$ cat src/sfsm_consts.vh
`ifndef SFSM_CONSTS_VH
`define SFSM_CONSTS_VH
// ************************************************************
// Register map
// ************************************************************
`define SFSM_A_CTRL 8'h00
`define SFSM_A_FAULT 8'h04
`define SFSM_A_TINT 8'h08
`define SFSM_A_TINFO 8'h0C
`define SFSM_A_STATE 8'h10
`define SFSM_A_CHEN 8'h14
`define SFSM_A_SUVIEN 8'h18
`define SFSM_A_FUVIEN 8'h1C
`define SFSM_A_AMASK 8'h20
`define SFSM_A_LEVEL 8'h40
`define SFSM_CTRL_RST 9'h0B0
// Control bits
`define SFSM_C_PECEN 0
`define SFSM_C_PECREQ 1
`define SFSM_C_FIRQ 2
`define SFSM_C_FSYNC 3
`define SFSM_C_THEN 4
`define SFSM_C_SECEN 5
`define SFSM_C_TIEN 6
`define SFSM_C_PWR 7
`define SFSM_C_REC 8
// Fault bits
`define SFSM_F_THERM 0
`define SFSM_F_SEC 1
`define SFSM_F_DED 2
`define SFSM_F_CLK 3
`define SFSM_F_STATE 4
`define SFSM_F_CRC 5
`define SFSM_F_WRBK 6
`define SFSM_F_PEC 7
`define SFSM_F_IRQSH 8
`define SFSM_F_SYNSH 9
// ************************************************************
// Timing
// ************************************************************
`define SFSM_CLK_NS 4
`define SFSM_REF_NS 48
`define SFSM_REF_NOM (`SFSM_REF_NS / `SFSM_CLK_NS)
`define SFSM_REF_MIN (`SFSM_REF_NOM * 3 / 4)
`define SFSM_REF_MAX ((`SFSM_REF_NOM * 5 + 3) / 4)
`define SFSM_SHORT_SETTLE 4'h4
`define SFSM_CRC_POLY 8'h07
`endif

$ cat src/sfsm_monitor.v
// The implementer's own choices: the placing of the registers and register access over Wishbone.
`timescale 1ns/1ps
`include "sfsm_consts.vh"
module sfsm_monitor #(
    parameter NCH = 6,
    parameter LVLW = 10,
    parameter CFG_AW = 4
) (
    // Clock, reset, enable
    input wire sys_clk,
    input wire rst_b,
    input wire clk_en,
    // Wishbone slave
    input wire wb_cyc_i,
    input wire wb_stb_i,
    input wire wb_we_i,
    input wire [7:0] wb_adr_i,
    input wire [31:0] wb_dat_i,
    input wire [3:0] wb_sel_i,
    output reg [31:0] wb_dat_o,
    output reg wb_ack_o,
    // Asynchronous pins and sensors
    input wire shutdown_control_pin,
    input wire sleep_control_pin,
    input wire ref_clk,
    input wire temp_hot,
    // Interrupt pin, open drain
    input wire fault_irq_n_in,
    output reg fault_irq_n_out,
    output reg fault_irq_n_oe,
    // Sync pin, open drain
    input wire sync_pin_in,
    output reg sync_pin_out,
    output reg sync_pin_oe,
    // Start-up loader and self-test results
    input wire boot_done,
    input wire nvm_single_err,
    input wire nvm_double_err,
    input wire selftest_done,
    input wire logic_selftest_fail,
    input wire analog_selftest_fail,
    // Serial write path with check code
    input wire host_wr_valid,
    input wire [CFG_AW-1:0] host_wr_addr,
    input wire [7:0] host_wr_data,
    input wire host_wr_code_present,
    input wire [7:0] host_wr_code,
    // Converter readings
    input wire adc_valid,
    input wire [2:0] adc_chan,
    input wire [LVLW-1:0] adc_data,
    // Comparator enables per channel and converter run
    output reg [NCH-1:0] fast_ov_en,
    output reg [NCH-1:0] slow_ov_en,
    output reg [NCH-1:0] fast_uv_en,
    output reg [NCH-1:0] slow_uv_en,
    output reg adc_run
);
    localparam ST_BOOT = 5'h01;
    localparam ST_IDLE = 5'h02;
    localparam ST_ACT = 5'h04;
    localparam ST_SLEEP = 5'h08;
    localparam ST_FAIL = 5'h10;
    localparam CFG_N = 1 << CFG_AW;
    localparam [7:0] REF_MIN = `SFSM_REF_MIN;
    localparam [7:0] REF_MAX = `SFSM_REF_MAX;
    function [7:0] crc8;
        input [7:0] acc;
        input [7:0] din;
        integer k;
        reg [7:0] c;
        begin
            c = acc ^ din;
            for (k = 0; k < 8; k = k + 1)
                c = c[7] ? ((c << 1) ^ `SFSM_CRC_POLY) : (c << 1);
            crc8 = c;
        end
    endfunction

    // ********************************************************
    // Pin synchronisers
    // ********************************************************
    reg [5:0] sync_a;
    reg [5:0] sync_b;
    reg [5:0] sync_c;
    wire [5:0] pins_raw = {sync_pin_in, fault_irq_n_in, temp_hot,
                           ref_clk, sleep_control_pin, shutdown_control_pin};
    wire shdn_rise = sync_b[0] & ~sync_c[0];
    wire shdn_fall = ~sync_b[0] & sync_c[0];
    wire slp_rise = sync_b[1] & ~sync_c[1];
    wire slp_fall = ~sync_b[1] & sync_c[1];
    wire ref_rise = sync_b[2] & ~sync_c[2];
    wire hot = sync_b[3];
    wire hot_rise = sync_b[3] & ~sync_c[3];
    wire irq_pin_hi = sync_b[4];
    wire sync_pin_hi = sync_b[5];
    always @(posedge sys_clk)
    begin
        if (!rst_b)
        begin
            sync_a <= 6'h00;
            sync_b <= 6'h00;
            sync_c <= 6'h00;
        end
        else if (clk_en)
        begin
            sync_a <= pins_raw;
            sync_b <= sync_a;
            sync_c <= sync_b;
        end
    end

    // ********************************************************
    // Registers and bus decode
    // ********************************************************
    reg [8:0] ctrl;
    reg [9:0] fault;
    reg [1:0] tint;
    reg [4:0] tinfo;
    reg done_status;
    reg [4:0] state;
    reg [NCH-1:0] ch_en;
    reg [NCH-1:0] suv_ien;
    reg [NCH-1:0] fuv_ien;
    reg [NCH-1:0] amask;
    reg [LVLW*NCH-1:0] level;
    wire high_power_mode = ctrl[`SFSM_C_PWR];
    wire bus_req = wb_cyc_i & wb_stb_i & ~wb_ack_o;
    wire wr = bus_req & wb_we_i;
    wire wr0 = wr & wb_sel_i[0];
    wire wr1 = wr & wb_sel_i[1];
    wire w_ctrl = wb_adr_i == `SFSM_A_CTRL;
    wire w_fault = wb_adr_i == `SFSM_A_FAULT;
    wire w_tint = wb_adr_i == `SFSM_A_TINT;
    wire record_start_bit = wr1 & w_ctrl & wb_dat_i[`SFSM_C_REC];
    wire [9:0] fclr = {wr1 ? wb_dat_i[9:8] : 2'h0, wr0 ? wb_dat_i[7:0] : 8'h00}
                      & {10{w_fault}};
    wire pwr_ok = state == ST_IDLE || state == ST_FAIL || state == ST_SLEEP;
    // A low-power request outside idle, fail or sleep is dropped silently
    wire pwr_bit = pwr_ok ? wb_dat_i[`SFSM_C_PWR] : ctrl[`SFSM_C_PWR];

    reg [31:0] rdata;
    integer i;
    always @*
    begin
        rdata = 32'h00000000;
        case (wb_adr_i)
            `SFSM_A_CTRL: rdata[7:0] = ctrl[7:0];
            `SFSM_A_FAULT: rdata[9:0] = fault;
            `SFSM_A_TINT: rdata[1:0] = tint;
            `SFSM_A_TINFO: rdata[4:0] = tinfo;
            `SFSM_A_STATE: rdata[8:0] = {done_status, 3'h0, state};
            `SFSM_A_CHEN: rdata[NCH-1:0] = ch_en;
            `SFSM_A_SUVIEN: rdata[NCH-1:0] = suv_ien;
            `SFSM_A_FUVIEN: rdata[NCH-1:0] = fuv_ien;
            `SFSM_A_AMASK: rdata[NCH-1:0] = amask;
            default:
                for (i = 0; i < NCH; i = i + 1)
                    if (wb_adr_i == `SFSM_A_LEVEL + 4 * i)
                        rdata[LVLW-1:0] = level[i*LVLW +: LVLW];
        endcase
    end

    always @(posedge sys_clk)
    begin
        if (!rst_b)
        begin
            wb_ack_o <= 1'b0;
            wb_dat_o <= 32'h00000000;
            ctrl <= `SFSM_CTRL_RST;
            ch_en <= {NCH{1'b0}};
            suv_ien <= {NCH{1'b0}};
            fuv_ien <= {NCH{1'b0}};
            amask <= {NCH{1'b0}};
        end
        else if (clk_en)
        begin
            wb_ack_o <= bus_req;
            wb_dat_o <= bus_req ? rdata : 32'h00000000;
            if (wr0 && w_ctrl)
                ctrl[7:0] <= {pwr_bit, wb_dat_i[6:0]};
            if (wr0 && wb_adr_i == `SFSM_A_CHEN)
                ch_en <= wb_dat_i[NCH-1:0];
            if (wr0 && wb_adr_i == `SFSM_A_SUVIEN)
                suv_ien <= wb_dat_i[NCH-1:0];
            if (wr0 && wb_adr_i == `SFSM_A_FUVIEN)
                fuv_ien <= wb_dat_i[NCH-1:0];
            if (wr0 && wb_adr_i == `SFSM_A_AMASK)
                amask <= wb_dat_i[NCH-1:0];
        end
    end

    // ********************************************************
    // Operating state
    // ********************************************************
    reg [4:0] next_state;
    // Triggers only count in high-power mode
    wire go_act = high_power_mode & (shdn_rise | record_start_bit);
    always @*
    begin
        next_state = state;
        case (state)
            ST_BOOT:
                if (boot_done)
                    next_state = (tinfo[1] | tinfo[2] | tinfo[3] |
                        nvm_double_err) ? ST_FAIL : ST_IDLE;
            ST_IDLE, ST_FAIL:
                if (go_act)
                    next_state = ST_ACT;
            ST_ACT:
                if (high_power_mode & shdn_fall)
                    next_state = ST_IDLE;
                else if (high_power_mode & slp_fall)
                    next_state = ST_SLEEP;
            ST_SLEEP:
                if (high_power_mode & shdn_fall)
                    next_state = ST_IDLE;
                else if (high_power_mode & (slp_rise | record_start_bit))
                    next_state = ST_ACT;
            default:
                next_state = ST_FAIL;
        endcase
    end
    wire [4:0] st_m1 = state - 5'h01;
    wire st_bad = (state == 5'h00) | ((state & st_m1) != 5'h00);
    // ********************************************************
    // Clock cross-check
    // ********************************************************
    reg [7:0] ref_cnt;
    reg ref_armed;
    wire ref_bad = ref_rise ? (ref_armed &&
        (ref_cnt < REF_MIN || ref_cnt > REF_MAX)) : (ref_cnt > REF_MAX);
    // ********************************************************
    // Host writes, readback and runtime CRC
    // ********************************************************
    reg [7:0] cfg [0:CFG_N-1];
    reg rb_pend;
    reg [CFG_AW-1:0] rb_addr;
    reg [7:0] rb_data;
    reg [CFG_AW-1:0] scan_idx;
    reg [7:0] scan_acc;
    reg [7:0] golden;
    reg dirty;
    wire [7:0] pec_calc = crc8(crc8(8'h00, {{(8-CFG_AW){1'b0}},
                               host_wr_addr}), host_wr_data);
    wire pec_need = ctrl[`SFSM_C_PECEN] &
                    (ctrl[`SFSM_C_PECREQ] | host_wr_code_present);
    wire pec_bad = pec_need & (~host_wr_code_present |
                   (host_wr_code != pec_calc));
    wire wr_take = host_wr_valid & ~pec_bad;
    wire [7:0] scan_next = crc8(scan_acc, cfg[scan_idx]);
    wire scan_last = scan_idx == CFG_N - 1;
    wire busy = host_wr_valid | rb_pend;
    // ********************************************************
    // Pin drive and short detection
    // ********************************************************
    reg [3:0] irq_low_cnt;
    reg [3:0] sync_low_cnt;
    // Short flags cannot pull the pin: a shorted pin would hide them anyway
    wire irq_want = (fault[7:0] != 8'h00) | tint[0] | tint[1] |
                    ctrl[`SFSM_C_FIRQ];
    wire irq_short = fault_irq_n_oe &&
        irq_low_cnt == `SFSM_SHORT_SETTLE && irq_pin_hi;
    wire sync_short = sync_pin_oe &&
        sync_low_cnt == `SFSM_SHORT_SETTLE && sync_pin_hi;
    wire therm_set = ctrl[`SFSM_C_THEN] & (high_power_mode ? hot : hot_rise);
    wire [9:0] fset;
    assign fset[`SFSM_F_THERM] = therm_set;
    assign fset[`SFSM_F_SEC] = nvm_single_err & ctrl[`SFSM_C_SECEN];
    assign fset[`SFSM_F_DED] = nvm_double_err;
    assign fset[`SFSM_F_CLK] = ref_bad;
    assign fset[`SFSM_F_STATE] = st_bad;
    assign fset[`SFSM_F_CRC] = ~busy & scan_last & ~dirty &
                               (scan_next != golden);
    assign fset[`SFSM_F_WRBK] = rb_pend & (cfg[rb_addr] != rb_data);
    assign fset[`SFSM_F_PEC] = host_wr_valid & pec_bad;
    assign fset[`SFSM_F_IRQSH] = irq_short;
    assign fset[`SFSM_F_SYNSH] = sync_short;
    // Double error and clock failure ignore the clear; thermal waits for cool
    wire [9:0] fclr_ok = fclr & ~10'h00C &
        {9'h1FF, ~hot};
    always @(posedge sys_clk)
    begin
        if (!rst_b)
        begin
            state <= ST_BOOT;
            fault <= 10'h000;
            tint <= 2'h0;
            tinfo <= 5'h00;
            done_status <= 1'b0;
            ref_cnt <= 8'h00;
            ref_armed <= 1'b0;
            rb_pend <= 1'b0;
            rb_addr <= {CFG_AW{1'b0}};
            rb_data <= 8'h00;
            scan_idx <= {CFG_AW{1'b0}};
            scan_acc <= 8'h00;
            golden <= 8'h00;
            dirty <= 1'b1;
            irq_low_cnt <= 4'h0;
            sync_low_cnt <= 4'h0;
            fault_irq_n_out <= 1'b0;
            fault_irq_n_oe <= 1'b0;
            sync_pin_out <= 1'b0;
            sync_pin_oe <= 1'b0;
            level <= {LVLW*NCH{1'b0}};
            fast_ov_en <= {NCH{1'b0}};
            slow_ov_en <= {NCH{1'b0}};
            fast_uv_en <= {NCH{1'b0}};
            slow_uv_en <= {NCH{1'b0}};
            adc_run <= 1'b0;
            for (i = 0; i < CFG_N; i = i + 1)
                cfg[i] <= 8'h00;
        end
        else if (clk_en)
        begin
            state <= next_state;
            // Hardware set beats a software clear in the same cycle
            fault <= (fault & ~fclr_ok) | fset;
            if (selftest_done)
            begin
                done_status <= 1'b1;
                tinfo[4] <= 1'b1;
                tinfo[3] <= tinfo[3] | analog_selftest_fail;
                tinfo[2] <= tinfo[2] | logic_selftest_fail;
            end
            if (nvm_single_err)
                tinfo[0] <= 1'b1;
            if (nvm_double_err)
                tinfo[1] <= 1'b1;
            tint[0] <= tint[0] | (selftest_done & logic_selftest_fail);
            tint[1] <= (tint[1] & ~(wr0 & w_tint & wb_dat_i[1])) |
                (selftest_done & ctrl[`SFSM_C_TIEN]);
            // Clock check ignores a too-short first partial reference period
            if (ref_rise)
            begin
                ref_cnt <= 8'h00;
                ref_armed <= 1'b1;
            end
            else if (ref_cnt <= REF_MAX)
                ref_cnt <= ref_cnt + 8'h01;
            if (wr_take)
                cfg[host_wr_addr] <= host_wr_data;
            rb_pend <= wr_take;
            rb_addr <= host_wr_addr;
            rb_data <= host_wr_data;
            if (host_wr_valid)
            begin
                dirty <= dirty | wr_take;
                scan_idx <= {CFG_AW{1'b0}};
                scan_acc <= 8'h00;
            end
            else if (!busy)
            begin
                scan_idx <= scan_idx + {{(CFG_AW-1){1'b0}}, 1'b1};
                scan_acc <= scan_last ? 8'h00 : scan_next;
                if (scan_last && dirty)
                begin
                    golden <= scan_next;
                    dirty <= 1'b0;
                end
            end
            fault_irq_n_oe <= irq_want;
            sync_pin_oe <= ctrl[`SFSM_C_FSYNC];
            irq_low_cnt <= fault_irq_n_oe ? irq_low_cnt +
                {3'h0, irq_low_cnt != `SFSM_SHORT_SETTLE} : 4'h0;
            sync_low_cnt <= sync_pin_oe ? sync_low_cnt +
                {3'h0, sync_low_cnt != `SFSM_SHORT_SETTLE} : 4'h0;
            if (adc_valid && adc_run && adc_chan < NCH)
                level[adc_chan*LVLW +: LVLW] <= adc_data;
            adc_run <= high_power_mode & (state != ST_BOOT);
            fast_ov_en <= ch_en;
            slow_ov_en <= high_power_mode ? ch_en : {NCH{1'b0}};
            fast_uv_en <= {NCH{1'b0}};
            slow_uv_en <= {NCH{1'b0}};
            case (state)
                ST_ACT:
                begin
                    slow_ov_en <= ch_en;
                    fast_uv_en <= ch_en & fuv_ien;
                    slow_uv_en <= ch_en & suv_ien;
                end
                ST_SLEEP:
                begin
                    fast_uv_en <= ch_en & fuv_ien & ~amask;
                    slow_uv_en <= ch_en & suv_ien & ~amask & {NCH{high_power_mode}};
                end
                ST_IDLE, ST_FAIL:
                    fast_ov_en <= ch_en;
                default:
                begin
                    fast_ov_en <= {NCH{1'b0}};
                    slow_ov_en <= {NCH{1'b0}};
                end
            endcase
        end
    end
endmodule

$ cat config.mk
export PLATFORM = sky130hd
export DESIGN_NAME = sfsm_monitor
export DESIGN_NICKNAME = d
export VERILOG_FILES = /design/src/sfsm_monitor.v
export VERILOG_INCLUDE_DIRS = /design/src
export SDC_FILE = /design/constraint.sdc
export NUM_CORES = 1
export LEC_CHECK = 0
export BUFFER_PORTS_ARGS = -buffer_cell sky130_fd_sc_hd__buf_2
export CAP_MARGIN = 20
export CORE_MARGIN = 4
export CORE_UTILIZATION = 55
export DETAILED_ROUTE_END_ITERATION = 8
export GPL_TIMING_DRIVEN = 0
export PLACE_DENSITY = 0.75
export SLEW_MARGIN = 20
export SYNTH_ARGS = -nofsm -noshare
export SYNTH_HDL_FRONTEND = slang
export SYNTH_SLANG_ARGS = --single-unit
$ cat constraint.sdc
create_clock -name sys_clk -period 6.18 [get_ports sys_clk]
set_input_delay 0 -clock sys_clk [delete_from_list [all_inputs] [get_ports sys_clk]]
set_output_delay 0 -clock sys_clk [all_outputs]
set_load 0.02 [all_outputs]
==> run metrics, run 1 <==
status completed; async set or reset register ratio after synthesis 0; pin count of the biggest net entering global routing 14; crit path DAT 4300 ps; die area 35900 sq um; worst slew pin tran 1180 ps; CTS sink cnt 355; synthesized cell area 18100 sq um; critical path type in -> reg; core footprint 32500 sq um; port buffer count 107; total wire length 58.6 mm; number of global-route vias before repair 14800; min-delay src wb_we_i; dpl hpwl 42.7 mm; total of max-cap violations 0; Die H 189 microns; Root Buffer clkbuf_16; number of vias per cell 6.31; initial antenna violation count 0; Placer Congestion 0.978; post-DR wirelength/cell 23.8 microns; Syn Area/Cell 10.1 sq um; worst hold slack 65.2 ps; Antenna Nets Post-Route 0; Final Worst Setup Slack 2010 ps; total power 5.61 mW; sequential fraction of the synthesis area 0.463; VDD IR-drop max 204 uV; Post-route DRC 0; R2R Setup Slk 2470 ps; synth warn 0; Critical Path Source Type primary input; worst-path fanout max 9; CP endpoint kind flop; Worst-Skew Late Latency 540 ps; H-tree depth 2; layout cell share with drive strength beyond 1 0.153; total negative setup slack 0 ps; f_max 240 MHz; synth unique cells 75; number of synthesized flops with an enable pin 128; n_diodes 0; CTS Buf Count 39; Iter 0 DRT Violations 1853; Clock Tree Buf Depth 3; Clock Pin Slew Worst Setup and Hold Paths 60 ps; unrepaired setup endpoints after global routing false; final instance area 20900 sq um; Final min period 4170 ps; Slew headroom 0.206; Seq cells post-synth 355; Area Growth Syn to Fin 15.4%; CTS tree built; most common cell after layout, fill and taps aside nor2_1; FF-to-FF End fault[6]; Pleak 7.71 nW; Initial Util 0.556; HP Class in -> reg; vias post-DR 15600; io pins 160; first-pass GRT wire length 88.7 mm; Hold EP fault[8]; Post-Synthesis Cells 1785; Final setup viols 0; Placed Instance Area 19300 sq um; total gr overflow 0; hold depth 5; period utilization 0.674; Final Max Slew Viols 0; P per Cell Area 268 nW/um^2; Critical Path RT 6320 ps; DP Cell Count 2358; Top FF cell, synth dfxtp_1; Final #Nets 2116; Layout Utilization 0.642; Hold Fails Final Rpt 0; DR pass1 iterations 7; Core Rows 66; post-placement worst setup slack 1830 ps; most frequent cells in the layout nor2_1, dfxtp_1, nand2_1; Tot GR Track Use 0.319; total setup buffers inserted after CTS 0; Die Width 189 microns; clk_skew 30.9 ps; Layout Cells excl Fill 2465; reg2reg path depth 9
kinds of logic (layout without fill, tap and decap cells):
kind of cell | count (synthesis) | after routing | share of synthesized area
XOR/XNOR | 72 | 72 | 0.0391
flip-flops | 355 | 355 | 0.463
AO/OA/AOI/OAI | 303 | 303 | 0.117
other | 1 | 24 | 0.000207
adder cells (fa/ha/maj) | 21 | 21 | 0.0145
buffers and inverters | 153 | 368 | 0.0404
AND/OR/NAND/NOR | 688 | 688 | 0.173
multiplexers | 192 | 192 | 0.153
synthesized netlist by cell type (6+ instances only):
| cell type | count | area, sq um |
|---|---|---|
| a21oi_1 | 55 | 275 |
| dfxtp_1 | 227 | 4540 |
| a221oi_1 | 16 | 140 |
| mux2i_1 | 115 | 1150 |
| o221ai_1 | 6 | 52.6 |
| o211a_1 | 11 | 110 |
| a22oi_1 | 44 | 330 |
| edfxtp_1 | 128 | 3840 |
| nand3b_1 | 8 | 60.1 |
| nand2_1 | 148 | 556 |
| buf_2 | 19 | 95.1 |
| mux2_1 | 7 | 78.8 |
| o21ai_0 | 42 | 210 |
| mux4_2 | 60 | 1350 |
| a21boi_0 | 8 | 60.1 |
| a22o_1 | 30 | 263 |
| inv_1 | 26 | 97.6 |
| nand4_1 | 16 | 100 |
| nand3_1 | 56 | 280 |
| and3_1 | 15 | 93.8 |
| buf_1 | 15 | 56.3 |
| o21ai_1 | 27 | 135 |
| nor2_1 | 292 | 1100 |
| o22ai_1 | 12 | 75.1 |
| or3_1 | 12 | 75.1 |
| nor4_1 | 9 | 56.3 |
| xor2_1 | 27 | 236 |
| a31oi_1 | 7 | 43.8 |
| clkbuf_1 | 63 | 236 |
| buf_4 | 25 | 188 |
| nor2b_1 | 54 | 338 |
| xnor2_1 | 38 | 333 |
| ha_1 | 21 | 263 |
| and2_1 | 18 | 113 |
| nor3_1 | 36 | 180 |
| a32o_1 | 7 | 70.1 |
| nand2b_1 | 8 | 50.1 |
| o21a_1 | 7 | 52.6 |
critical path, stage by stage:
cell           delay (ps)
dlygate4sd3_1         520
clkbuf_1              380
xor2_1                190
xnor2_1               420
mux2i_1               230
a221oi_1              100
nor4_1                180
a31oi_1               360
nor3_2                650
nand2_2               280
o21ai_1               970
power by group:
part,leakage (nW),total (mW),switching [mW],internal [mW]
Sequential,3.06,2.56,0.0599,2.50
Clock,0.588,2.19,0.949,1.25
Combinational,4.07,0.854,0.525,0.328
per-layer routing:
| metal | wire (microns) | track usage | part of all wire |
|---|---|---|---|
| met5 | 0 | 0 | 0 |
| met4 | 2510 | 0.122 | 0.043 |
| met3 | 7450 | 0.0828 | 0.13 |
| met2 | 25400 | 0.486 | 0.43 |
| met1 | 23200 | 0.442 | 0.40 |
area by class of cell:
cell class / count / area, sq um
tap: 442 / 553
timing repair buffer: 148 / 936
buffer: 126 / 629
fill: 2678 / 11600
clock buffer: 53 / 1100
clock inverter: 14 / 85.1
inverter: 27 / 101
multi-input combinational: 1300 / 9100
sequential: 355 / 8390
how the worst max path moves through the flow:
stage	to	cells past startpoint	start
after floorplan	fault[6]	9	flop
after global placement	cfg[4][5]	10	host_wr_data[6]
after CTS	cfg[7][1]	11	host_wr_data[7]
after global routing	cfg[1][1]	11	host_wr_data[7]
after detailed placement	cfg[7][6]	10	host_wr_data[6]
final	cfg[2][1]	11	host_wr_data[7]
registers in the layout (all words and copies together) (netlist names), 8 cells and up, named ones only:
signal,cells
cfg,128
level,60
fault,10
wb_dat_o,10
ctrl,8
golden,8
rb_data,8
ref_cnt,8
scan_acc,8
repair_timing:
item,4_1_cts,5_1_grt
gates resized for setup,0,0
hold endpoints to repair,111,0
hold buffers,37,0
Power figures use the tool's default switching activity.
==> inputs of run 2 (changes only) <==
==> constraint.sdc (replaced) <==
create_clock -name sys_clk -period 4.2 [get_ports sys_clk]
set_input_delay 0 -clock sys_clk [delete_from_list [all_inputs] [get_ports sys_clk]]
set_output_delay 0 -clock sys_clk [all_outputs]
set_load 0.02 [all_outputs]
==> run metrics, run 2 (synthesis results as in run 1) <==
Initial Util 0.556; Largest regs cfg: 128 flops, level: 60 flops; CTS tree built; total power 8.25 mW; CTS Buf Count 39; Placed Instance Area 19300 sq um; DP Cell Count 2358; number of flip-flops under the largest register name 128; post-placement worst setup slack -151 ps; initial antenna violation count 0; period utilization 0.945; Core Rows 66; core footprint 32500 sq um; total gr overflow 0; port buffer count 107; worst-path fanout max 9; critical path type in -> reg; pin count of the biggest net entering global routing 14; CP peak stage delay 730 ps; unrepaired setup endpoints after global routing false; f_max 252 MHz; Layout Utilization 0.643; Antenna Nets Post-Route 0; Pleak 7.72 nW; R2R Setup Slk 510 ps; reg2reg path depth 9; total of max-cap violations 0; Iter 0 DRT Violations 1874; total setup buffers inserted after CTS 0; Die H 189 microns; Clock Pin Slew Worst Setup and Hold Paths 60 ps; Final Worst Setup Slack 231 ps; Final min period 3970 ps; Final setup viols 0; Post-route DRC 0; clk_skew 31.0 ps; total wire length 58.6 mm; die area 35900 sq um; Fill cells 2674; most common cell after layout, fill and taps aside nor2_1; first-pass GRT wire length 88.7 mm; HP Class in -> reg; Critical Path Source Type primary input; dpl hpwl 42.7 mm; Hold Fails Final Rpt 0; worst path bufs/invs 2; Cell Chain, Critical Path dlygate4sd3_1, clkbuf_1, xor2_1, xnor2_1, mux2i_1, a221oi_1, nor4_1, a31oi_1, nor3_2, nand2_2, o21ai_2; number of vias per cell 6.30; Clock Tree Buf Depth 3; post-DR wirelength/cell 23.8 microns; total negative setup slack 0 ps; VDD IR-drop max 302 uV; Final #Nets 2116; hold depth 5; Hold EP fault[8]; Critical Path RT 4350 ps; Placer Congestion 0.978; n_diodes 0; Layout Cells excl Fill 2465; io pins 160; Top Family by Delay on Critical Path compound AO/OA/AOI/OAI gates; FF-to-FF End fault[6]; layout cell share with drive strength beyond 1 0.156; worst hold slack 68.2 ps; crit path DAT 4120 ps; CP endpoint kind flop; WP depth 11; Root Buffer clkbuf_16; vias post-DR 15500; most frequent cells in the layout nor2_1, dfxtp_1, nand2_1; Largest Register cfg; Worst-Skew Late Latency 540 ps; worst slew pin tran 1160 ps; DR pass1 iterations 7; number of global-route vias before repair 14800; Die Width 189 microns; slowest library cell on the worst path o21ai_2; Area Growth Syn to Fin 15.6%; Final Max Slew Viols 0; P per Cell Area 395 nW/um^2; final instance area 20900 sq um; H-tree depth 2; min-delay src wb_we_i; status completed; Slew headroom 0.222; Tot GR Track Use 0.319; CTS sink cnt 355
-- run 2: cell counts in the layout (fill, tap and decap cells not counted) --
No cell type changed its count.
-- run 2: worst max-delay path by stage --
stage	from	end	slack (ps)
after floorplan	flop	fault[6]	1300
after global placement	host_wr_data[6]	cfg[4][5]	-120
after detailed placement	host_wr_data[6]	cfg[7][6]	-150
after CTS	host_wr_data[7]	cfg[7][1]	80
after global routing	host_wr_data[7]	cfg[12][5]	6
final	host_wr_data[7]	cfg[4][5]	230
-- run 2: layer usage --
metal,share of wire,GRT usage,routed length (microns)
met1,0.40,0.442,23300
met2,0.44,0.486,25500
met3,0.12,0.0828,7220
met4,0.043,0.122,2510
met5,0,0,0
-- run 2: cell type report --
type / count / area [sq um] / area share
Buffer: 126 / 629 / 0.0301
Clock buffer: 53 / 1100 / 0.0526
Clock inverter: 14 / 85.1 / 0.00407
Multi-Input combinational cell: 1300 / 9130 / 0.436
Timing Repair Buffer: 148 / 936 / 0.0447
Tap cell: 442 / 553 / 0.0264
Inverter: 27 / 101 / 0.00484
Sequential cell: 355 / 8390 / 0.401
-- run 2: what timing repair did --
item,CTS,global route
endpoints found under the setup margin,0,33
endpoints found under the hold margin,111,0
hold buffers,37,0
gates resized for setup,0,6
-- run 2: worst min-delay path, stage by stage --
cell and delay (ps):
buf_2 110, and3_1 190, nand4_1 110, a21oi_1 60, nor2_1 80
-- run 2: power by group --
group	switching, mW	leakage [nW]	internal (mW)
clock network	1.40	0.588	1.83
registers	0.0881	3.06	3.68
logic	0.773	4.08	0.484
==> inputs of run 3 (changes only) <==
--- a/config.mk
+++ b/config.mk
@@ -12,6 +12,7 @@
 export CORE_UTILIZATION = 55
 export DETAILED_ROUTE_END_ITERATION = 8
 export GPL_TIMING_DRIVEN = 0
+export MAX_ROUTING_LAYER = met4
 export PLACE_DENSITY = 0.75
 export SLEW_MARGIN = 20
 export SYNTH_ARGS = -nofsm -noshare
==> run metrics, run 3 (synthesis results as in run 1) <==
status completed; worst hold slack 36.1 ps; period utilization 0.952; worst-path fanout max 9; Tot GR Track Use 0.337; Final Worst Setup Slack 200 ps; Clock Pin Slew Worst Setup and Hold Paths 60 ps; Die Width 189 microns; Critical Path RT 4350 ps; clk_skew 27.6 ps; worst slew pin tran 1130 ps; final instance area 21000 sq um; Slew headroom 0.244; total wire length 60.0 mm; HP Class in -> reg; Final setup viols 0; total power 8.51 mW; Top Family by Delay on Critical Path simple AND/OR/NAND/NOR gates; Initial Util 0.556; CP endpoint kind flop; die area 35900 sq um; Critical Path Source Type primary input; Iter 0 DRT Violations 2016; most frequent cells in the layout nor2_1, dfxtp_1, nand2_1; CTS sink cnt 355; number of global-route vias before repair 15000; initial antenna violation count 0; most used cell, CP xnor2_1; n_diodes 0; post-placement worst setup slack -220 ps; io pins 160; Root Buffer clkbuf_16; Hold Fails Final Rpt 0; vias post-DR 15600; Clock Tree Buf Depth 3; total setup buffers inserted after CTS 0; total of max-cap violations 0; slowest library cell on the worst path o21ai_2; H-tree depth 2; Cell Chain, Critical Path dlygate4sd3_1, buf_2, inv_1, ha_1, xor2_1, xnor2_1, xnor2_1, or2_1, o21ai_1, a31oi_1, nor3_2, nand2_2, o21ai_2; Worst-Skew Late Latency 550 ps; f_max 250 MHz; VDD IR-drop max 353 uV; first-pass GRT wire length 90.1 mm; Final #Nets 2112; Core Rows 66; core footprint 32500 sq um; layout cell share with drive strength beyond 1 0.159; total gr overflow 0; number of vias per cell 6.32; Die H 189 microns; most common cell after layout, fill and taps aside nor2_1; dpl hpwl 43.4 mm; critical path type in -> reg; Final Max Slew Viols 0; Placer Congestion 1.01; Largest Register cfg; CTS Buf Count 39; CTS tree built; Largest regs cfg: 128 flops, level: 60 flops; crit path DAT 4150 ps; P per Cell Area 405 nW/um^2; total negative setup slack 0 ps; Pleak 7.76 nW; port buffer count 107; Placed Instance Area 19300 sq um; DR pass1 iterations 6; CP peak stage delay 720 ps; DP Cell Count 2358; unrepaired setup endpoints after global routing true; number of flip-flops under the largest register name 128; pin count of the biggest net entering global routing 14; Layout Cells excl Fill 2465; worst path bufs/invs 3; post-DR wirelength/cell 24.3 microns; Antenna Nets Post-Route 0; Layout Utilization 0.646; Post-route DRC 0; Final min period 4000 ps; Area Growth Syn to Fin 16.1%
==> run 3: cell count changes in the layout (fill, tap and decap cells not counted), sizes merged <==
cell / change
buf: -4
bufinv: +3
clkbuf: -3
clkinv: +3
clkinvlp: +1
dlygate4sd3: -1
inv: +1
==> run 3: area by class of cell <==
cell class	instances	area (sq um)
clock inverters	22	200
inverters	27	101
multi-input cells	1300	9150
flip-flops and latches	355	8390
plain buffers	126	631
clock buffers	49	1090
repair buffers	144	903
fillers	2661	11500
well taps	442	553
==> run 3: repair_timing <==
action | 4_1_cts | 5_1_grt
gates resized for setup | 0 | 5
hold buffers | 36 | 0
hold endpoints to repair | 138 | 0
setup endpoints to repair | 0 | 40
==> run 3: power by group <==
group / leakage, nW / switching [mW] / internal (mW)
registers: 3.06 / 0.0841 / 3.68
clock network: 0.637 / 1.44 / 2.04
logic: 4.07 / 0.786 / 0.482
total: 7.76 / 2.31 / 6.20
==> run 3: final timing paths <==
kind	from	end	slack (ps)	depth (start not counted)
min reg2reg	level[49]	level[49]	460	2
max	host_wr_addr[3]	cfg[3][7]	200	13
max reg2reg	flop	fault[6]	240	9
min	wb_we_i	fault[8]	40	5
==> run 3: worst min-delay path, stage by stage <==
cell	delay, ps
buf_2	110
and3_1	180
nand4_1	100
a21oi_1	60
nor2_1	80
==> run 3: routing by layer <==
metal	share of wire	wire length, microns	GRT usage
met5	0	0	-
met4	0.043	2610	0.120
met3	0.13	7870	0.0844
met2	0.44	26200	0.503
met1	0.39	23300	0.451
